## src/core/wrt_pkg.sv

```systemverilog
// wrt_pkg: shared constants and types of the watchdog refresh block
package wrt_pkg;
  // ------------------------------------------------------------
  // register byte addresses
  // ------------------------------------------------------------
  localparam int WRT_AW = 12;
  localparam logic [11:0] WRT_CTL_ADDR = 12'hff0;
  localparam logic [11:0] WRT_RLU_ADDR = 12'hff4;
  localparam logic [11:0] WRT_RLH_ADDR = 12'hff8;
  localparam logic [11:0] WRT_RLL_ADDR = 12'hffc;
  localparam logic [11:0] WRT_CFG_ADDR = 12'hfe8;
  // ------------------------------------------------------------
  // values
  // ------------------------------------------------------------
  localparam logic [7:0] WRT_UNLOCK_1 = 8'h55;
  localparam logic [7:0] WRT_UNLOCK_2 = 8'haa;
  localparam logic [23:0] WRT_ZERO = 24'h000000;
  localparam logic [23:0] WRT_WRAP = 24'h0fffff;
  localparam logic [23:0] WRT_STEP = 24'h000001;
  localparam logic [23:0] WRT_RELOAD_RST = 24'h000400;
  // ------------------------------------------------------------
  // field positions
  // ------------------------------------------------------------
  localparam int WRT_POR_BIT = 7;
  localparam int WRT_STOP_BIT = 6;
  localparam int WRT_WDT_BIT = 5;
  localparam int WRT_EXT_BIT = 4;
  localparam int WRT_LVD_BIT = 0;
  localparam int WRT_CFG_EN = 0;
  localparam int WRT_CFG_IRQ = 1;
  localparam int WRT_CFG_UNLK = 2;
  localparam int WRT_SYNC_W = 3;
  // ------------------------------------------------------------
  // unlock sequence states
  // ------------------------------------------------------------
  typedef enum logic [2:0] {
    WRT_LOCKED = 3'b001,
    WRT_HALF = 3'b010,
    WRT_OPEN = 3'b100
  } wrt_lock_t;
endpackage

```

## src/core/wrt_watchdog.sv

```systemverilog
// wrt_watchdog: watchdog down-counter, refresh, time-out response and reset-cause flags
`timescale 1ns/1ps
// ------------------------------------------------------------
// Operation
// - first enable loads the counter with the 24-bit reload value
// - counter decrements to zero; zero means time-out unless refreshed first
// - refresh instruction reloads the counter, then counting resumes
// - debug mode refreshes continuously so no time-out occurs
// - time-out gives interrupt or system reset, chosen by the option bit
// - option bit 1 selects reset, 0 selects interrupt
// - reset time-out sets the time-out flag in the reset-cause register
// - interrupt time-out raises the request and sets the time-out flag
// - after interrupt time-out the counter wraps to 0x0fffff, no reload
// - reading reset-cause clears the time-out flag, stopping repeat interrupts
// - interrupt time-out in stop mode starts stop recovery and interrupts
// - interrupt time-out in stop mode sets both time-out and stop-recovery flags
// - pending interrupt stays until taken after stop recovery completes
// - control register is write-only; two-byte sequence unlocks reload bytes
// - unlock writes change nothing stored; address shared with reset-cause
// - upper, high and low reload bytes form the 24-bit reload value
// - reload byte writes set reload; reads return the live count
// ------------------------------------------------------------
module wrt_watchdog
  import wrt_pkg::*;
#(
  parameter int TICK_DIV = 4
) (
  input wire logic pclk,
  input wire logic presetn,
  input wire logic psel,
  input wire logic penable,
  input wire logic pwrite,
  input wire logic [WRT_AW-1:0] paddr,
  input wire logic [31:0] pwdata,
  output logic [31:0] prdata,
  output logic pready,
  output logic pslverr,
  input wire logic refresh_instr,
  input wire logic stop_mode,
  input wire logic ext_reset_event,
  input wire logic irq_clear,
  input wire logic debug_mode_pin,
  input wire logic timeout_response_select,
  input wire logic lvd_level,
  output logic wdt_irq,
  output logic sys_reset_req,
  output logic stop_recovery_req
);
  localparam int DW = $clog2(TICK_DIV) + 1;
  localparam logic [DW-1:0] DIV_LAST = DW'(TICK_DIV - 1);

  // ------------------------------------------------------------
  // pin inputs
  // ------------------------------------------------------------
  logic [WRT_SYNC_W-1:0] pins_s;
  logic dbg_s;
  logic resp_s;
  logic lvd_s;

  wrt_sync #(
    .W(WRT_SYNC_W)
  ) u_sync (
    .pclk(pclk),
    .presetn(presetn),
    .din({lvd_level, timeout_response_select, debug_mode_pin}),
    .dout(pins_s)
  );

  assign dbg_s = pins_s[0];
  assign resp_s = pins_s[1];
  assign lvd_s = pins_s[2];

  // ------------------------------------------------------------
  // bus decode
  // ------------------------------------------------------------
  function automatic logic hit(input logic [WRT_AW-1:0] a, input logic [WRT_AW-1:0] r);
    return a == r;
  endfunction

  logic setup_rd;
  logic acc;
  logic mapped;
  logic ctl_wr;
  logic ctl_rd;
  logic cfg_wr;
  logic rl_wr;
  logic unlocked;

  assign acc = psel & penable;
  assign setup_rd = psel & ~penable & ~pwrite;
  assign mapped = hit(paddr, WRT_CTL_ADDR) | hit(paddr, WRT_RLU_ADDR)
                | hit(paddr, WRT_RLH_ADDR) | hit(paddr, WRT_RLL_ADDR)
                | hit(paddr, WRT_CFG_ADDR);
  // every access completes in its first access cycle
  assign pready = 1'b1;
  assign pslverr = acc & ~mapped;
  // shared address: write goes to the unlock sequence, read to reset-cause
  assign ctl_wr = acc & pwrite & hit(paddr, WRT_CTL_ADDR);
  assign ctl_rd = acc & ~pwrite & hit(paddr, WRT_CTL_ADDR);
  assign cfg_wr = acc & pwrite & hit(paddr, WRT_CFG_ADDR);
  assign rl_wr = acc & pwrite & unlocked & (hit(paddr, WRT_RLU_ADDR)
               | hit(paddr, WRT_RLH_ADDR) | hit(paddr, WRT_RLL_ADDR));

  wrt_unlock u_unlock (
    .pclk(pclk),
    .presetn(presetn),
    .ctl_wr(ctl_wr),
    .relock(rl_wr & hit(paddr, WRT_RLL_ADDR)),
    .wdata(pwdata[7:0]),
    .unlocked(unlocked)
  );

  // ------------------------------------------------------------
  // reload value and enable
  // ------------------------------------------------------------
  logic [23:0] reload_q;
  logic en_q;

  always_ff @(posedge pclk or negedge presetn) begin
    if (!presetn) begin
      reload_q <= WRT_RELOAD_RST;
    end else if (rl_wr) begin
      if (hit(paddr, WRT_RLU_ADDR)) begin
        reload_q[23:16] <= pwdata[7:0];
      end
      if (hit(paddr, WRT_RLH_ADDR)) begin
        reload_q[15:8] <= pwdata[7:0];
      end
      if (hit(paddr, WRT_RLL_ADDR)) begin
        reload_q[7:0] <= pwdata[7:0];
      end
    end
  end

  // sticky: a watchdog that software could switch off would guard nothing
  always_ff @(posedge pclk or negedge presetn) begin
    if (!presetn) begin
      en_q <= 1'b0;
    end else if (cfg_wr & pwdata[WRT_CFG_EN]) begin
      en_q <= 1'b1;
    end
  end

  // ------------------------------------------------------------
  // count tick divider
  // ------------------------------------------------------------
  logic [DW-1:0] div_q;
  logic tick;

  always_ff @(posedge pclk or negedge presetn) begin
    if (!presetn) begin
      div_q <= '0;
    end else if (!en_q || div_q == DIV_LAST) begin
      div_q <= '0;
    end else begin
      div_q <= div_q + 1'b1;
    end
  end

  assign tick = en_q & (div_q == DIV_LAST);

  // ------------------------------------------------------------
  // down-counter and time-out
  // ------------------------------------------------------------
  logic [23:0] count_q;
  logic first_en;
  logic timeout;
  logic rst_to;
  logic irq_to;
  logic stop_to;
  logic load_now;

  assign first_en = cfg_wr & pwdata[WRT_CFG_EN] & ~en_q;
  assign timeout = tick & (count_q == WRT_ZERO) & ~refresh_instr & ~dbg_s;
  assign rst_to = timeout & resp_s;
  assign irq_to = timeout & ~resp_s;
  assign stop_to = irq_to & stop_mode;
  assign load_now = first_en | refresh_instr | dbg_s | rst_to;

  always_ff @(posedge pclk or negedge presetn) begin
    if (!presetn) begin
      count_q <= WRT_RELOAD_RST;
    end else if (load_now) begin
      count_q <= reload_q;
    end else if (irq_to) begin
      count_q <= WRT_WRAP;
    end else if (tick && count_q != WRT_ZERO) begin
      count_q <= count_q - WRT_STEP;
    end
  end

  // ------------------------------------------------------------
  // time-out responses
  // ------------------------------------------------------------
  logic wdt_flag_q;
  logic stop_flag_q;
  logic por_flag_q;
  logic ext_flag_q;
  logic [31:0] rdata_q;
  logic clr_wdt;
  logic clr_stop;
  logic clr_por;
  logic clr_ext;

  always_ff @(posedge pclk or negedge presetn) begin
    if (!presetn) begin
      sys_reset_req <= 1'b0;
      stop_recovery_req <= 1'b0;
    end else begin
      sys_reset_req <= rst_to;
      stop_recovery_req <= stop_to;
    end
  end

  // clearing re-raises while the flag still stands and the interrupt response is selected; set wins over clear
  always_ff @(posedge pclk or negedge presetn) begin
    if (!presetn) begin
      wdt_irq <= 1'b0;
    end else if (irq_to) begin
      wdt_irq <= 1'b1;
    end else if (irq_clear) begin
      wdt_irq <= wdt_flag_q & ~clr_wdt & ~resp_s;
    end
  end

  // ------------------------------------------------------------
  // reset-cause flags
  // ------------------------------------------------------------
  // only bits actually returned by the read are cleared, so an event
  // landing between setup and access is never lost
  assign clr_wdt = ctl_rd & rdata_q[WRT_WDT_BIT];
  assign clr_stop = ctl_rd & rdata_q[WRT_STOP_BIT];
  assign clr_por = ctl_rd & rdata_q[WRT_POR_BIT];
  assign clr_ext = ctl_rd & rdata_q[WRT_EXT_BIT];

  always_ff @(posedge pclk or negedge presetn) begin
    if (!presetn) begin
      wdt_flag_q <= 1'b0;
    end else if (timeout) begin
      wdt_flag_q <= 1'b1;
    end else if (clr_wdt) begin
      wdt_flag_q <= 1'b0;
    end
  end

  always_ff @(posedge pclk or negedge presetn) begin
    if (!presetn) begin
      stop_flag_q <= 1'b0;
    end else if (stop_to) begin
      stop_flag_q <= 1'b1;
    end else if (timeout || clr_stop) begin
      stop_flag_q <= 1'b0;
    end
  end

  always_ff @(posedge pclk or negedge presetn) begin
    if (!presetn) begin
      por_flag_q <= 1'b1;
    end else if (timeout || clr_por) begin
      por_flag_q <= 1'b0;
    end
  end

  always_ff @(posedge pclk or negedge presetn) begin
    if (!presetn) begin
      ext_flag_q <= 1'b0;
    end else if (ext_reset_event) begin
      ext_flag_q <= 1'b1;
    end else if (clr_ext) begin
      ext_flag_q <= 1'b0;
    end
  end

  // ------------------------------------------------------------
  // read data, captured in the setup cycle
  // ------------------------------------------------------------
  always_ff @(posedge pclk or negedge presetn) begin
    if (!presetn) begin
      rdata_q <= '0;
    end else if (setup_rd) begin
      rdata_q <= '0;
      if (hit(paddr, WRT_CTL_ADDR)) begin
        rdata_q[WRT_POR_BIT] <= por_flag_q;
        rdata_q[WRT_STOP_BIT] <= stop_flag_q;
        rdata_q[WRT_WDT_BIT] <= wdt_flag_q;
        rdata_q[WRT_EXT_BIT] <= ext_flag_q;
        rdata_q[WRT_LVD_BIT] <= lvd_s;
      end
      if (hit(paddr, WRT_RLU_ADDR)) begin
        rdata_q[7:0] <= count_q[23:16];
      end
      if (hit(paddr, WRT_RLH_ADDR)) begin
        rdata_q[7:0] <= count_q[15:8];
      end
      if (hit(paddr, WRT_RLL_ADDR)) begin
        rdata_q[7:0] <= count_q[7:0];
      end
      if (hit(paddr, WRT_CFG_ADDR)) begin
        rdata_q[WRT_CFG_EN] <= en_q;
        rdata_q[WRT_CFG_IRQ] <= wdt_irq;
        rdata_q[WRT_CFG_UNLK] <= unlocked;
      end
    end
  end

  // control register holds nothing, so no read path exists for it
  assign prdata = rdata_q;

  // ------------------------------------------------------------
  // checks
  // ------------------------------------------------------------
  first_load_a: assert property (
    @(posedge pclk) disable iff (!presetn)
    first_en |=> count_q == $past(reload_q))
    else $error("first enable did not load the reload value");

  count_step_a: assert property (
    @(posedge pclk) disable iff (!presetn)
    tick && !load_now && count_q != WRT_ZERO |=> count_q == $past(count_q) - WRT_STEP)
    else $error("counter did not step down by one");

  refresh_load_a: assert property (
    @(posedge pclk) disable iff (!presetn)
    refresh_instr && reload_q > WRT_STEP |=> count_q == $past(reload_q) ##1 !timeout)
    else $error("refresh did not reload the counter");

  debug_hold_a: assert property (
    @(posedge pclk) disable iff (!presetn)
    dbg_s |-> !timeout ##1 (count_q == $past(reload_q)))
    else $error("time-out or no reload during debug");

  reset_resp_a: assert property (
    @(posedge pclk) disable iff (!presetn)
    timeout && resp_s |=> sys_reset_req && wdt_flag_q ##1 !sys_reset_req)
    else $error("reset response wrong");

  irq_resp_a: assert property (
    @(posedge pclk) disable iff (!presetn)
    timeout && !resp_s |=> wdt_irq && wdt_flag_q && count_q == WRT_WRAP && !sys_reset_req)
    else $error("interrupt response wrong");

  read_clear_a: assert property (
    @(posedge pclk) disable iff (!presetn)
    clr_wdt && !timeout |=> !wdt_flag_q)
    else $error("reset-cause read did not clear the flag");

  stop_wake_a: assert property (
    @(posedge pclk) disable iff (!presetn)
    stop_to |=> stop_recovery_req && stop_flag_q && wdt_flag_q && wdt_irq)
    else $error("stop-mode time-out response wrong");

  irq_pending_a: assert property (
    @(posedge pclk) disable iff (!presetn)
    wdt_irq && !irq_clear |=> wdt_irq)
    else $error("pending interrupt dropped");

  locked_write_a: assert property (
    @(posedge pclk) disable iff (!presetn)
    acc && pwrite && !unlocked && !hit(paddr, WRT_CTL_ADDR) |=> $stable(reload_q))
    else $error("locked reload write took effect");

  count_read_a: assert property (
    @(posedge pclk) disable iff (!presetn)
    setup_rd && hit(paddr, WRT_RLL_ADDR) |=> prdata[7:0] == $past(count_q[7:0]))
    else $error("reload read did not return the count");

  irq_timeout_c: cover property (@(posedge pclk) disable iff (!presetn) irq_to);
  rst_timeout_c: cover property (@(posedge pclk) disable iff (!presetn) rst_to);
  stop_wake_c: cover property (@(posedge pclk) disable iff (!presetn) stop_to);
  unlock_c: cover property (@(posedge pclk) disable iff (!presetn) rl_wr);
endmodule

```

## src/core/wrt_sync.sv

```systemverilog
// wrt_sync: two-stage synchroniser for pin-level inputs
`timescale 1ns/1ps
module wrt_sync #(
  parameter int W = 1
) (
  input wire logic pclk,
  input wire logic presetn,
  input wire logic [W-1:0] din,
  output logic [W-1:0] dout
);
  logic [W-1:0] meta_q;

  always_ff @(posedge pclk or negedge presetn) begin
    if (!presetn) begin
      meta_q <= '0;
      dout <= '0;
    end else begin
      meta_q <= din;
      dout <= meta_q;
    end
  end
endmodule

```

## src/core/wrt_unlock.sv

```systemverilog
// wrt_unlock: two-byte unlock sequence guarding the reload bytes
`timescale 1ns/1ps
module wrt_unlock
  import wrt_pkg::*;
(
  input wire logic pclk,
  input wire logic presetn,
  input wire logic ctl_wr,
  input wire logic relock,
  input wire logic [7:0] wdata,
  output logic unlocked
);
  wrt_lock_t state_q;

  // nothing of the written byte is stored; only the sequence moves
  always_ff @(posedge pclk or negedge presetn) begin
    if (!presetn) begin
      state_q <= WRT_LOCKED;
    end else if (ctl_wr) begin
      unique case (state_q)
        WRT_LOCKED: state_q <= (wdata == WRT_UNLOCK_1) ? WRT_HALF : WRT_LOCKED;
        WRT_HALF: state_q <= (wdata == WRT_UNLOCK_2) ? WRT_OPEN : WRT_LOCKED;
        WRT_OPEN: state_q <= (wdata == WRT_UNLOCK_1) ? WRT_HALF : WRT_LOCKED;
        default: state_q <= WRT_LOCKED;
      endcase
    end else if (relock) begin
      state_q <= WRT_LOCKED;
    end
  end

  assign unlocked = (state_q == WRT_OPEN);

  seq_restart_a: assert property (
    @(posedge pclk) disable iff (!presetn)
    ctl_wr && (state_q == WRT_HALF) && (wdata != WRT_UNLOCK_2) |=> state_q == WRT_LOCKED)
    else $error("unlock sequence did not restart");
endmodule

```

## config.mk

```make
export PLATFORM = sky130hd
export DESIGN_NAME = wrt_watchdog
export DESIGN_NICKNAME = d
export VERILOG_FILES = /design/src/core/wrt_pkg.sv /design/src/core/wrt_watchdog.sv /design/src/core/wrt_sync.sv /design/src/core/wrt_unlock.sv
export SDC_FILE = /design/constraint.sdc
export NUM_CORES = 1
export LEC_CHECK = 0
export ABC_AREA = 1
export BUFFER_PORTS_ARGS = -buffer_cell sky130_fd_sc_hd__buf_2
export CORE_UTILIZATION = 55
export DETAILED_ROUTE_END_ITERATION = 6
export GPL_ROUTABILITY_DRIVEN = 0
export HOLD_SLACK_MARGIN = 0.02
export PLACE_DENSITY = 0.91
export SLEW_MARGIN = 10
export SYNTH_ARGS = -nofsm -noshare
export SYNTH_HDL_FRONTEND = slang
export SYNTH_SLANG_ARGS = --single-unit
```

## constraint.sdc

```tcl
create_clock -name pclk -period 2.5 [get_ports pclk]
set_input_delay 0.5 -clock pclk [delete_from_list [all_inputs] [get_ports pclk]]
set_output_delay 0.5 -clock pclk [all_outputs]
set_load 0.01 [all_outputs]
```

==> results of run 1 <==
## cells in the mapped netlist (6+ instances only)
library cell	n
a21oi_1	7
dfrtp_1	72
nand3_1	30
nand2_1	214
xor2_1	17
o21ai_0	41
nor4_1	6
nor3_1	10
nand4_1	9
buf_4	26
or2_2	7
inv_1	72
nor2_1	48
## power by group
group / switching [µW] / total [µW] / internal [µW]
Combinational: 239 / 349 / 109
Sequential: 43.2 / 1300 / 1260
Clock: 494 / 1070 / 573
Total: 776 / 2720 / 1940
## metrics by stage
step	power [µW]	hold WS [ps]	cells	instance area [µm²]	util, %
2_1_floorplan	1570	204	636	4560	-
3_3_place_gp	1650	333	750	4690	60.1
3_5_place_dp	1660	340	750	4690	60.1
4_1_cts	2710	237	767	4920	63.0
5_1_grt	2820	231	767	4920	63.0
6_report	2720	242	767	4920	63.0
## sequential cells by signal, indices dropped and copies added (netlist names)
name	count
div_q	3
stop_flag_q	1
stop_recovery_req	1
count_q	24
prdata	8
u_sync.meta_q	3
wdt_irq	1
en_q	1
u_unlock.state_q	3
u_sync.dout	3
wdt_flag_q	1
por_flag_q	1
ext_flag_q	1
reload_q	24
sys_reset_req	1
## final cells by class
class | instances | area (µm²) | area share [%]
Sequential cell | 76 | 1910 | 38.7
Tap cell | 102 | 128 | 2.59
Multi-Input combinational cell | 447 | 2110 | 42.8
Clock buffer | 10 | 128 | 2.59
Inverter | 76 | 288 | 5.85
Timing Repair Buffer | 50 | 270 | 5.49
Clock inverter | 6 | 95.1 | 1.93
## cell families after synthesis
kind of cell	Yosys count	synth area share [%]
fa+ha+maj	4	1.12
other cells	2	0.168
buf+inv	113	12.2
compound gates	58	7.11
flops	76	42.6
xor+xnor	19	3.72
simple gates	341	33.1
## layer usage
layer	up-vias	GRT usage (%)	wire length (µm)
met5	-	0	0
met4	0	12.2	299
met3	37	8.62	972
met2	245	43.5	5150
met1	1938	34.9	4360
li1	1964	-	-
## how the worst max path moves through the flow
stage                                 startpoint                      end  slack (ps)  cells after the start
after CTS                 count_q[0]$_DFFE_PN0P_   count_q[7]$_DFFE_PN0P_         260                     13
after global routing      count_q[0]$_DFFE_PN0P_   count_q[7]$_DFFE_PN0P_          30                     13
final                                   paddr[1]                  pslverr         200                      8
after detailed placement                paddr[3]   count_q[7]$_DFFE_PN0P_         220                     12
after floorplan           count_q[0]$_DFFE_PN0P_  count_q[20]$_DFFE_PN0P_         670                     16
after global placement                  paddr[3]   count_q[1]$_DFFE_PN0P_         300                     12
## cells in the final DEF, fill, tap and decap left out, drive strengths merged, types with 2 or more instances in the layout
| cell type | n |
|---|---|
| nand4 | 9 |
| ha | 4 |
| nor3 | 10 |
| dfrtp | 72 |
| buf | 49 |
| nor4 | 6 |
| clkinv | 2 |
| nor3b | 2 |
| a21oi | 7 |
| xor2 | 17 |
| bufinv | 2 |
| dfstp | 4 |
| nand2 | 216 |
| o21ai | 41 |
| or2 | 7 |
| nor2 | 56 |
| nand3 | 33 |
| xnor2 | 2 |
| conb | 25 |
| inv | 78 |
| o2111ai | 2 |
| o22ai | 3 |
| clkbuf | 10 |
==> impl_metrics.csv, run 1 <==
group,metric,value,unit
drt,dr.pass1.iters,6,
sta,grt_setup_unrepaired,"no",
sta,hold_violations,0,
layout,n_antenna_cell,0,
layout,drive_gt1_share,14.0,%
setup_path,regToRegStartpoint,"count_q[0]$_DFFE_PN0P_",
synth,synth_area_leader_cell,"dfrtp_1",
outcome,status,"completed",
layout,syn2layout_area_growth,10.1,%
global_routing,grt_pass1_vias,3964,
drt,routed_wl,10.8,mm
synth,synthTopCellsByArea,"dfrtp_1 40%, nand2_1 18%, inv_1 6.0%",
sta,slew_headroom,62.7,%
sta,fin_crit,2300,ps
synth,yosys_register_bits,76,
setup_path,worstSetupPathType,"primary input to output port",
setup_path,arrival,1800,ps
sta,max_freq,0.434,GHz
cts,holdBufCountCts,1,
drt,drtIter0Drc,347,
floorplan,core.rowCount,32,
worst_hold_path,worstHoldEndpoint,"u_sync.meta_q[2]$_DFF_PN0_",
worst_hold_path,hp-class,"primary input to flop",
drt,drc,0,
sta,fin_crit_sh,92.2,%
cts,worstSkewPairLatency,370,ps
pwr,p_leak,0.00265,µW
floorplan,coreArea,7810,µm²
synth,syn_avg_cell_area,7.29,µm²
cts,path_clk_slew,70,ps
pwr,p_per_area,552,nW/µm²
synth,synth_cell_types,39,
sta,skew,12.2,ps
sta,fin_setup_tns,0,ps
synth,seq_area_frac_synth,42.6,%
setup_path,worstReg2RegEnd,"count_q[6]$_DFFE_PN0P_",
floorplan,die_y,92.2,µm
synth,netlist_area,4470,µm²
floorplan,start_util,57.3,%
setup_path,worst_path_largest_cell_delay,310,ps
global_routing,grt_max_degree,39,
drt,wl_per_cell,14.1,µm
sta,final-max-slew-violation-count,0,
cts,clockBufferDepth,2,
floorplan,die_x,92.2,µm
job,cap_violations,0,
cts,cts_setup_buffers,0,
global_routing,antenna_found_initial,0,
synth,ys.flop_type,"dfrtp_1",
floorplan,pin_count,93,
setup_path,cp-end-kind,"output port",
placed_design,dpl_worst_slack,216,ps
setup_path,crit_buf_inv,2,
sta,worst_pin_slew,556,ps
placed_design,dpl.hpwl,7.96,mm
worst_hold_path,hold_depth,1,
pwr,ir_drop,0.409,mV
setup_path,cp_data_required_time,2000,ps
floorplan,die_area,8500,µm²
setup_path,slowest_stage,"nor2_1",
setup_path,reg2reg_setup_slack,230,ps
synth,synth_top_area_share,40.3,%
drt,detail-route-antenna-nets,0,
global_routing,grt_overflow_total,0,
synth,synth_edf_count,0,
cts,root_buffer,"clkbuf_8",
synth,synth_warnings,0,
layout,fillers,634,
sta,setup_viol,0,
setup_path,startpoint_type,"primary input",
global_routing,grt_pass1_wl,18.2,mm
cts,htreeDepth,3,
cts,cts-resized-gates,0,
worst_hold_path,min-delay-start,"lvd_level",
synth,async_flop_share,100,%
drt,avgViaCountPerCell,5.46,
cts,clock-sinks,76,
cts,cts_tree,"yes",
layout,nets,720,
setup_path,worstRegToRegCells,13,
setup_path,critPathMaxFanout,4,
setup_path,path_cells,"buf_2 -> nor2_1 -> nand3_1 -> nor2_1 -> nand2_1 -> nand4_1 -> nor3_1 -> buf_2",
cts,cts_buffers,9,
placed_design,port_buffers,43,
global_routing,grt_use_total,27.6,%
sta,fin_ws,196,ps
drt,vias,4184,
setup_path,critical_path.top_delay_family,"simple AND/OR/NAND/NOR gates",
synth,synth_cells,613,
Note: power is estimated with default switching activity, not from simulation.
==> run 2: changes to the inputs <==
Settings changed: CORE_ASPECT_RATIO set to 0.75.
==> impl_metrics.csv, run 2 (synthesized netlist as in run 1, its figures left out) <==
group,metric,value,unit
pwr,p_leak,0.00263,µW
floorplan,coreArea,7880,µm²
sta,worst_pin_slew,752,ps
cts,cts_setup_buffers,0,
layout,n_antenna_cell,0,
global_routing,grt_use_total,28.2,%
sta,fin_crit_sh,91.3,%
setup_path,critPathMaxFanout,23,
sta,fin_crit,2280,ps
drt,avgViaCountPerCell,5.45,
pwr,ir_drop,0.350,mV
placed_design,port_buffers,43,
floorplan,die_x,106,µm
sta,final-max-slew-violation-count,0,
cts,htreeDepth,3,
sta,setup_viol,0,
placed_design,dpl.hpwl,8.46,mm
cts,root_buffer,"clkbuf_8",
drt,detail-route-antenna-nets,0,
layout,syn2layout_area_growth,9.29,%
cts,path_clk_slew,80,ps
floorplan,die_area,8500,µm²
drt,drtIter0Drc,449,
drt,dr.pass1.iters,6,
sta,max_freq,0.438,GHz
drt,drc,0,
global_routing,grt_pass1_vias,3837,
layout,final_common_cell,"nand2_1",
setup_path,regToRegStartpoint,"div_q[0]$_DFF_PN0_",
global_routing,grt_pass1_wl,18.1,mm
cts,clock-sinks,76,
sta,holdWs,151,ps
cts,cts_tree,"yes",
cts,clockBufferDepth,2,
global_routing,grt_overflow_total,0,
sta,skew,12.8,ps
setup_path,crit_top_cell,"nand2_1",
sta,fin_setup_tns,0,ps
setup_path,worst_path_largest_cell_delay,400,ps
floorplan,core.rowCount,28,
cts,worstSkewPairLatency,370,ps
floorplan,pin_count,93,
worst_hold_path,hp-class,"primary input to async pin",
setup_path,path_cells,"ha_1 -> ha_1 -> nand2_1 -> nor3_1 -> nand3_2 -> nand3_4 -> nor2_8 -> buf_4 -> nand2_1 -> o21ai_0 -> nand2_1",
setup_path,worstSetupPathType,"flop to flop",
drt,routed_wl,11.1,mm
outcome,status,"completed",
layout,nets,717,
placed_design,post-place-cells,751,
setup_path,startpoint_type,"flop",
setup_path,reg2reg_setup_slack,220,ps
floorplan,start_util,56.7,%
setup_path,slowest_stage,"dfrtp_1",
global_routing,antenna_found_initial,0,
setup_path,worstReg2RegEnd,"count_q[4]$_DFFE_PN0P_",
setup_path,cp_data_required_time,2760,ps
layout,final_cell_mix,"214 x nand2_1, 72 x inv_1, 72 x dfrtp_1, 48 x nor2_1, 43 x buf_2",
setup_path,arrival,2540,ps
cts,holdBufCountCts,0,
sta,slew_headroom,49.5,%
layout,stdcell_count,767,
layout,drive_gt1_share,13.6,%
job,cap_violations,0,
sta,grt_setup_unrepaired,"no",
floorplan,die_y,80.1,µm
setup_path,cp-end-kind,"flop",
global_routing,grt_max_degree,77,
setup_path,crit_buf_inv,1,
layout,fillers,694,
setup_path,critical_path.top_delay_family,"simple AND/OR/NAND/NOR gates",
drt,vias,4183,
drt,wl_per_cell,14.5,µm
cts,cts_buffers,9,
sta,hold_violations,0,
pwr,p_per_area,529,nW/µm²
setup_path,worstRegToRegCells,11,
run 2: where the power goes:
group	switching, µW	internal (µW)
combinational	239	109
sequential	43.0	1260
clock	448	487
total	729	1860
run 2: area by class of cell:
type                    instances  area (µm²)  share of cell area [%]
clock inverters                 4        48.8                   0.998
well taps                     105         131                    2.69
repair buffers                 47         258                    5.27
clock buffers                  12         145                    2.97
multi-input cells             447        2110                    43.1
flip-flops and latches         76        1910                    39.0
inverters                      76         290                    5.94
run 2: repair_timing:
| action | CTS | global route |
|---|---|---|
| endpoints found under the hold margin | 0 | 0 |
| setup endpoints to repair | 0 | 24 |
| gates resized for setup | 0 | 2 |
run 2: how the worst max path moves through the flow:
stage | from | to | slack, ps | depth (start not counted)
2_1_floorplan | count_q[0]$_DFFE_PN0P_ | count_q[20]$_DFFE_PN0P_ | 670 | 16
3_3_place_gp | paddr[1] | count_q[4]$_DFFE_PN0P_ | 210 | 11
3_5_place_dp | paddr[1] | count_q[15]$_DFFE_PN0P_ | 170 | 11
4_1_cts | count_q[0]$_DFFE_PN0P_ | count_q[15]$_DFFE_PN0P_ | 180 | 15
5_1_grt | count_q[0]$_DFFE_PN0P_ | count_q[22]$_DFFE_PN0P_ | 50 | 15
6_report | div_q[0]$_DFF_PN0_ | count_q[4]$_DFFE_PN0P_ | 220 | 11
run 2: layer usage:
| layer | vias to the layer above | track usage [%] | wire (µm) |
|---|---|---|---|
| met1 | 1960 | 37.3 | 4670 |
| met4 | 0 | 10.7 | 267 |
| met3 | 34 | 10.2 | 1290 |
| met5 | - | 0 | 0 |
| li1 | 1962 | - | - |
| met2 | 227 | 42.5 | 4920 |
run 2: per-stage QoR:
stage | cell area (µm²) | setup WS, ps | utilization, % | total power [µW]
after floorplan | 4560 | 674 | - | 1570
after global placement | 4690 | 211 | 59.5 | 1650
after detailed placement | 4690 | 168 | 59.5 | 1660
after CTS | 4880 | 180 | 62.0 | 2580
after global routing | 4890 | 51.4 | 62.0 | 2690
final | 4890 | 218 | 62.0 | 2590
